File: src/core/mcp_pkg.sv
// package of constants and types for the module control pin decoder
package mcp_pkg;

  // ************************************************************
  // register map
  // ************************************************************
  localparam logic [3:0] MCP_ADDR_CTRL      = 4'h0;
  localparam logic [3:0] MCP_ADDR_TXLIM     = 4'h1;
  localparam logic [3:0] MCP_ADDR_TUNER     = 4'h2;
  localparam logic [3:0] MCP_ADDR_STATUS    = 4'h3;

  // ctrl fields
  localparam int         MCP_CTRL_RADIO_EN  = 0;
  localparam int         MCP_CTRL_TUNER_MIPI = 1;

  // ************************************************************
  // reset values
  // ************************************************************
  localparam logic       MCP_RST_RADIO_EN   = 1'b1;
  localparam logic [7:0] MCP_RST_TX_DEFAULT = 8'hFF;
  localparam logic [7:0] MCP_RST_TX_REDUCED = 8'h80;
  localparam logic [3:0] MCP_RST_TUNER_GPO  = 4'h0;

  // module-type straps: only the second one is tied to ground
  localparam logic [3:0] MCP_STRAP_DRIVE_N  = 4'hD;
  localparam logic [3:0] MCP_STRAP_LEVEL    = 4'h0;

  // ************************************************************
  // enumerations
  // ************************************************************
  typedef enum logic [1:0] {
    MCP_ST_RESET = 2'b00,
    MCP_ST_SYNC  = 2'b01,
    MCP_ST_CAPT  = 2'b11,
    MCP_ST_RUN   = 2'b10
  } mcp_state_t;

endpackage : mcp_pkg

File: src/core/mcp_decoder.sv
// decoder of the module's static host control pins and straps
//
// What this block does
// - rf kill low disables radio, flight mode; high enables radio.
// - host command may also switch the radio enable state.
// - body proximity low caps transmit power at configured threshold.
// - body proximity high keeps the default transmit power limit.
// - host sets the reduced transmit power threshold by command.
// - boot select high picks usb boot, otherwise pcie early boot.
// - antenna select high means dual antennas, low means four antennas.
// - tuner driven as four gpo bits; mipi mode holds the rffe clock/data link idle low.
// - second module-type strap tied to ground, other three left open.
//
// Decided for this implementation: the strobed register port and the placing of the registers.
module mcp_decoder
#(
  parameter int TX_W = 8
) (
  input  wire  logic              clk,
  input  wire  logic              rst_b,
  input  wire  logic [3:0]        reg_addr,
  input  wire  logic [15:0]       reg_wdata,
  input  wire  logic              reg_wr,
  input  wire  logic              reg_rd,
  output logic       [15:0]       reg_rdata,
  input  wire  logic              rf_kill_n,
  input  wire  logic              body_proximity_n,
  input  wire  logic              boot_usb_select,
  input  wire  logic              antenna_count_select,
  output logic                    radio_enable,
  output logic                    flight_mode,
  output logic       [TX_W-1:0]   tx_power_limit,
  output logic                    boot_usb,
  output logic                    antenna_four,
  output logic                    tuner_gpo_bit0,
  output logic                    tuner_gpo_bit1,
  output logic                    tuner_gpo_bit2,
  output logic                    tuner_gpo_bit3,
  output logic                    rffe_sclk,
  output logic                    rffe_sdata_out,
  output logic                    rffe_sdata_oe_n,
  output logic       [3:0]        strap_level,
  output logic       [3:0]        strap_oe_n
);
  import mcp_pkg::*;

  // ************************************************************
  // elaboration checks
  // ************************************************************
  // both threshold fields are eight bits wide in the register word
  if (TX_W != 8) begin : g_bad_tx_w
    $error("mcp_decoder: TX_W must be 8");
  end

  // ************************************************************
  // state
  // ************************************************************
  typedef struct packed {
    mcp_state_t       st;
    logic [3:0]       s1;
    logic [3:0]       s2;
    logic             radio_cmd;
    logic             tuner_mipi;
    logic [TX_W-1:0]  tx_def;
    logic [TX_W-1:0]  tx_red;
    logic [3:0]       gpo;
    logic             boot_usb;
    logic             ant_four;
    logic             radio_en;
    logic             flight;
    logic [TX_W-1:0]  tx_lim;
    logic [3:0]       gpo_out;
    logic             sclk;
    logic             sdata;
    logic             oe_n;
    logic [15:0]      rdata;
  } mcp_regs_t;

  mcp_regs_t r_q;
  mcp_regs_t r_d;

  // synchronisers reset low: radio stays off, and from the first clock after reset power is capped
  // until real pin levels have come through both stages
  localparam mcp_regs_t MCP_RST = '{
    st:         MCP_ST_RESET,
    s1:         4'h0,
    s2:         4'h0,
    radio_cmd:  MCP_RST_RADIO_EN,
    tuner_mipi: 1'b0,
    tx_def:     MCP_RST_TX_DEFAULT,
    tx_red:     MCP_RST_TX_REDUCED,
    gpo:        MCP_RST_TUNER_GPO,
    boot_usb:   1'b0,
    ant_four:   1'b0,
    radio_en:   1'b0,
    flight:     1'b1,
    tx_lim:     MCP_RST_TX_DEFAULT,
    gpo_out:    MCP_RST_TUNER_GPO,
    sclk:       1'b0,
    sdata:      1'b0,
    oe_n:       1'b1,
    rdata:      16'h0000
  };

  // ************************************************************
  // helpers
  // ************************************************************
  // radio runs only when the kill pin and the host command both allow it
  function automatic logic radio_allowed(input logic pin_on, input logic cmd_on);
    return pin_on & cmd_on;
  endfunction : radio_allowed

  // status word; bits 7:6 are spare and read as zero
  function automatic logic [15:0] status_word(input mcp_regs_t r);
    return {r.tx_lim, 2'b00, r.ant_four, r.boot_usb,
            ~r.s2[1], r.s2[0], r.flight, r.radio_en};
  endfunction : status_word

  // ************************************************************
  // next state
  // ************************************************************
  always_comb begin
    r_d       = r_q;
    r_d.rdata = 16'h0000;
    // two-stage synchroniser; s1 feeds only s2
    r_d.s1 = {antenna_count_select, boot_usb_select, body_proximity_n, rf_kill_n};
    r_d.s2 = r_q.s1;

    // straps are sampled once after reset and then held, as hardware straps are;
    // capture waits until both synchroniser stages hold real pin levels,
    // otherwise the reset value of the stages would be latched instead
    case (r_q.st)
      MCP_ST_RESET: r_d.st = MCP_ST_SYNC;
      MCP_ST_SYNC:  r_d.st = MCP_ST_CAPT;
      MCP_ST_CAPT: begin
        r_d.boot_usb = r_q.s2[2];
        r_d.ant_four = ~r_q.s2[3];
        r_d.st       = MCP_ST_RUN;
      end
      MCP_ST_RUN: r_d.st = MCP_ST_RUN;
      default: r_d.st = MCP_ST_RESET;
    endcase

    // **********************************************************
    // host register writes
    // **********************************************************
    if (reg_wr) begin
      if (reg_addr == MCP_ADDR_CTRL) begin
        r_d.radio_cmd  = reg_wdata[MCP_CTRL_RADIO_EN];
        r_d.tuner_mipi = reg_wdata[MCP_CTRL_TUNER_MIPI];
      end else if (reg_addr == MCP_ADDR_TXLIM) begin
        r_d.tx_def = reg_wdata[7:0];
        r_d.tx_red = reg_wdata[15:8];
      end else if (reg_addr == MCP_ADDR_TUNER) begin
        r_d.gpo = reg_wdata[3:0];
      end
    end

    // **********************************************************
    // pin decode
    // **********************************************************
    // radio needs both the pin and the command to allow it
    r_d.radio_en = radio_allowed(r_q.s2[0], r_q.radio_cmd);
    r_d.flight   = ~radio_allowed(r_q.s2[0], r_q.radio_cmd);
    // reduced threshold only ever lowers the cap
    if (!r_q.s2[1] && (r_q.tx_red < r_q.tx_def)) begin
      r_d.tx_lim = r_q.tx_red;
    end else begin
      r_d.tx_lim = r_q.tx_def;
    end

    // gpo mode drives the four bits; mipi mode parks them low
    r_d.gpo_out = r_q.tuner_mipi ? 4'h0 : r_q.gpo;
    r_d.sclk    = 1'b0;
    r_d.sdata   = 1'b0; // limitation: rffe link is idle, no sequencer
    // registered beside gpo_out so the data pin and the gpo bits swap in one edge
    r_d.oe_n    = ~r_q.tuner_mipi;

    // **********************************************************
    // host register reads
    // **********************************************************
    if (reg_rd) begin
      if (reg_addr == MCP_ADDR_CTRL) begin
        r_d.rdata = {14'h0000, r_q.tuner_mipi, r_q.radio_cmd};
      end else if (reg_addr == MCP_ADDR_TXLIM) begin
        r_d.rdata = {r_q.tx_red, r_q.tx_def};
      end else if (reg_addr == MCP_ADDR_TUNER) begin
        r_d.rdata = {12'h000, r_q.gpo};
      end else if (reg_addr == MCP_ADDR_STATUS) begin
        r_d.rdata = status_word(r_q);
      end else begin
        r_d.rdata = 16'h0000;
      end
    end
  end

  always_ff @(posedge clk or negedge rst_b) begin
    if (!rst_b) begin
      r_q <= MCP_RST;
    end else begin
      r_q <= r_d;
    end
  end

  // ************************************************************
  // outputs
  // ************************************************************
  assign reg_rdata       = r_q.rdata;
  assign radio_enable    = r_q.radio_en;
  assign flight_mode     = r_q.flight;
  assign tx_power_limit  = r_q.tx_lim;
  assign boot_usb        = r_q.boot_usb;
  assign antenna_four    = r_q.ant_four;
  assign tuner_gpo_bit0  = r_q.gpo_out[0];
  assign tuner_gpo_bit1  = r_q.gpo_out[1];
  assign tuner_gpo_bit2  = r_q.gpo_out[2];
  assign tuner_gpo_bit3  = r_q.gpo_out[3];
  assign rffe_sclk       = r_q.sclk;
  assign rffe_sdata_out  = r_q.sdata;
  assign rffe_sdata_oe_n = r_q.oe_n;
  // straps are fixed wiring of the module, not state
  assign strap_level     = MCP_STRAP_LEVEL;
  assign strap_oe_n      = MCP_STRAP_DRIVE_N;

endmodule : mcp_decoder

File: config.mk
export PLATFORM = sky130hd
export DESIGN_NAME = mcp_decoder
export DESIGN_NICKNAME = d
export VERILOG_FILES = /design/src/core/mcp_pkg.sv /design/src/core/mcp_decoder.sv
export SDC_FILE = /design/constraint.sdc
export NUM_CORES = 1
export LEC_CHECK = 0
export BUFFER_PORTS_ARGS = -buffer_cell sky130_fd_sc_hd__buf_4
export CAP_MARGIN = 20
export CORE_MARGIN = 4
export CORE_UTILIZATION = 27
export CTS_CLUSTER_DIAMETER = 200
export DETAILED_ROUTE_END_ITERATION = 7
export PLACE_DENSITY_LB_ADDON = 0.1
export SYNTH_ARGS = -nofsm -noshare
export SYNTH_HDL_FRONTEND = slang
export SYNTH_SLANG_ARGS = --single-unit
File: constraint.sdc
create_clock -name clk -period 2.5 [get_ports clk]
set_input_delay 0.375 -clock clk [delete_from_list [all_inputs] [get_ports clk]]
set_output_delay 0.375 -clock clk [all_outputs]
set_load 0.02 [all_outputs]
-- Word level (Yosys, flattened, before mapping)
Index checks and enable logic that the tools add are counted.
- reduce and logical (&&, ||, !) cells: 8
- equality and inequality tests: 6
- magnitude comparators: 1
- bitwise logic cells: 7
- mux-type cells: 8
- operators with widths (kind ; count):
    two-way mux 16 bit ; 5
    equality test 4 x 2 -> 1 bit (second input constant) ; 2
    < comparator 8 bit ; 1
    two-way mux 8 bit ; 1
    NOT 1 bit ; 6
    case mux 2 bit (3 select lines) ; 1
    equality test 2 bit (second input constant) ; 2
    equality test 4 x 1 -> 1 bit (second input constant) ; 1
    logical NOT 4 bit ; 1
    two-way mux 4 bit ; 1
    AND reduction 4 bit ; 1
    AND reduction 3 bit ; 1
    equality test 2 x 1 -> 1 bit (second input constant) ; 1
    logical NOT 2 bit ; 1
    AND reduction 2 bit ; 1
    OR reduction 2 bit ; 1
    AND 1 bit ; 1
    logical AND 1 bit ; 1
    logical NOT 1 bit ; 1
- bits in registers: 65
- logic and storage cells: 46

-- Depth between registers and ports, before layout
- depth in word-level cells: 6
- gate-level depth with buffers: 6

-- Worst setup path after synthesis
Ideal clock, no wire load.
- path kind: reg-to-reg
- start point: register r_q[54] in the netlist's numbering
- end point: register r_q, in the netlist tx_power_limit[0]
- path slack: 572 ps
- data arrival time: 1846 ps
- library setup time: 82 ps
- period minus slack after synthesis: 1928 ps
- cell stages (with the launch flop): 7
- cell sequence: dfstp_2 > inv_1 > ha_1 > a211oi_1 > nand3_1 > a31oi_4 > mux2_2
- RTL lines (item ; line ; source):
    start, declared ; mcp_decoder.sv:79 ; mcp_regs_t r_q;
    start signal, assigned ; mcp_decoder.sv:201 ; r_q <= r_d;

==> impl_metrics.json <==
{
  "crit_end": "tx_power_limit[2]",
  "run_status": "finished clean",
  "wl_um": 5890,
  "final_cell_mix": "buf_4, dfrtp_1, mux2_2",
  "worst_slack_ns": 0.387,
  "finalNonFillerCells": 400,
  "globalplace.congestion": 0.672,
  "cts_buffer_depth": 2,
  "slowest_delay_ns": 0.54,
  "num_vias": 1629,
  "grt-ovfl-total": 0,
  "stdcell_area_um2": 3480,
  "grt_pass1_vias": 1838,
  "slowest_stage": "dfstp_2",
  "reg2reg_from": "r_q[54]",
  "hold_buffers": 0,
  "start_kind": "flip-flop",
  "cp_max_fo": 8,
  "antenna_found_initial": 0,
  "cap_violations": 0,
  "grt_pass1_wl_um": 9800,
  "cts_buffers": 9,
  "synth_cells": 219,
  "rows": 37,
  "min_path_type": "input port to asynchronous set/reset pin",
  "place_inst": 384,
  "pre_cts_ws_ns": 0.404,
  "drive_gt1_share_pct": 50.4,
  "rsz0062_at_grt": "false",
  "root_buffer": "clkbuf_8",
  "hold_viol_final": 0,
  "syn_to_final_growth_pct": 21.5,
  "wl_per_cell_um": 14.7,
  "fin_crit_sh_pct": 84.5,
  "synth_seq_area_share_pct": 57.7,
  "die_y_um": 111,
  "layout_commonest_cell": "buf_4",
  "io_pins": 71,
  "port-buffer-count": 60,
  "finClkSkew_ns": 0.00914,
  "drt_pass1_iterations": 4,
  "die_w_um": 111,
  "clk_pin_slew_ns": 0.08,
  "path_class": "flip-flop to flip-flop",
  "post_cts_buffers": 0,
  "peakVddDrop_v": 0.000242,
  "cts_tree": "done",
  "post-route-drc-count": 0,
  "critPathLaunch": "r_q[54]",
  "antenna_left": 0,
  "syn_avg_cell_area_um2": 13.1,
  "tns_ns": 0,
  "fin_nets": 294,
  "min_period_ns": 2.11,
  "coreArea_um2": 10300,
  "die_area_um2": 12300,
  "dr.first_iter.drc_count": 37,
  "end_kind": "flip-flop",
  "final_max_slew_viol_count": 0,
  "dpl_cell_area_um2": 3220,
  "grt_usage_pct": 10.3,
  "arrival_ns": 2.37,
  "ys_types": 35,
  "synth_area_um2": 2860,
  "avgViaCountPerCell": 4.07,
  "clock_latency_ns": 0.33,
  "worstPathCellList": "inv_1 -> ha_1 -> a211oi_1 -> nand3_1 -> a31oi_4 -> mux2_2",
  "fillCellCount": 1065,
  "antenna_cells": 0,
  "yosys_warnings": 0,
  "cts_resized": 0,
  "synth_seq_cells": 65,
  "p_total_mw": 3.21,
  "finalSetupViolations": 0,
  "timing.rr.end": "tx_power_limit[2]",
  "power.leakage_nw": 1.65,
  "fin_util_pct": 33.7,
  "grt_max_degree": 66,
  "hpwl_um": 4110,
  "h-tree-depth": 3,
  "worst_slew_pin_slew_ns": 0.835,
  "r2r_cells": 6,
  "clock-sinks": 65,
  "max_freq_mhz": 473,
  "powerDensity_nw_per_um2": 922,
  "slew_headroom_pct": 44.3,
  "hold_slack_ns": 0.135,
  "r2r_setup_slack_ns": 0.39,
  "start_util_pct": 27.7,
  "crit_required_ns": 2.76
}
## power breakdown
group | leakage (nW) | internal, mW | total [mW] | switching [mW]
sequential | 0.783 | 1.29 | 1.42 | 0.131
combinational | 0.744 | 0.335 | 0.675 | 0.340
clock | 0.123 | 0.693 | 1.11 | 0.418
total | 1.65 | 2.32 | 3.21 | 0.889
## synthesized netlist by cell type
cell	number	area, um2
dfrtp_1	45	1130
buf_4	35	263
mux2_2	31	349
dfstp_2	20	526
nor2_1	14	52.6
mux2i_1	13	130
inv_1	11	41.3
ha_1	7	87.6
nand2_1	6	22.5
a21oi_1	3	15.0
nand3_1	3	15.0
nor2b_1	3	18.8
a22oi_1	2	15.0
buf_2	2	10.0
conb_1	2	7.51
nor3_1	2	10.0
o221ai_1	2	17.5
a211oi_1	1	7.51
a31oi_4	1	21.3
and2_1	1	6.26
and2b_2	1	8.76
and3_2	1	7.51
buf_6	1	11.3
clkbuf_1	1	3.75
mux2_1	1	11.3
nand2b_1	1	6.26
nand3_4	1	17.5
nand4_1	1	6.26
nand4b_1	1	8.76
nor2_2	1	6.26
nor3b_1	1	7.51
o211ai_1	1	7.51
o21ai_0	1	5.00
o21ai_1	1	5.00
or2_2	1	6.26
## state kept, by name (all words and copies together), names as in the netlist
name / flops
boot_usb: 1
tuner_gpo_bit0: 1
reg_rdata: 16
r_d: 4
radio_enable: 1
tuner_gpo_bit1: 1
r_q: 28
tuner_gpo_bit3: 1
tx_power_limit: 8
rffe_sdata_oe_n: 1
antenna_four: 1
flight_mode: 1
tuner_gpo_bit2: 1
## cells by family after synthesis
group | Yosys count | synth area share (%)
DFF | 65 | 57.7
buffers and inverters | 50 | 11.5
muxes | 45 | 17.1
and+or+nand+nor | 38 | 7.00
AOI/OAI and AO/OA | 12 | 3.28
adders and majority gates | 7 | 3.06
other | 2 | 0.263
## how the worst min path moves through the flow
stage,slack [ns],start,end,cells after the start
global placement,0.33,r_d[59],r_q[59],0
detailed placement,0.34,r_d[57],r_q[57],0
global route,0.11,antenna_count_select,r_d[60],1
CTS,0.11,antenna_count_select,r_d[60],1
floorplan,0.08,rst_b,antenna_four,0
finish,0.14,rst_b,r_q[60],1
## per-layer routing
| layer | global-route usage (%) | part of all wire, % | vias to the layer above |
|---|---|---|---|
| met3 | 4.04 | 5.2 | 6 |
| met5 | 0 | 0 | - |
| li1 | - | - | 776 |
| met4 | 3.45 | 1.5 | 0 |
| met2 | 15.7 | 46 | 49 |
| met1 | 13.5 | 47 | 798 |
## final cells by class
cell class	count	area [um2]	area share (%)
Inverter	11	41.3	1.19
Tap cell	136	170	4.90
Clock inverter	6	115	3.31
Timing Repair Buffer	60	450	13.0
Clock buffer	10	138	3.96
Sequential cell	65	1650	47.5
Multi-Input combinational cell	112	910	26.2
## critical path, delay by kind of cell (launching register included)
family / cells / cell delay [ns]
AND/OR/NAND/NOR: 1 / 0.15
multiplexers: 1 / 0.38
adder cells (fa/ha/maj): 1 / 0.31
AO/OA/AOI/OAI: 2 / 0.61
flip-flops: 1 / 0.54
buffers and inverters: 1 / 0.05
No activity file was read; power rests on OpenSTA's default activity.
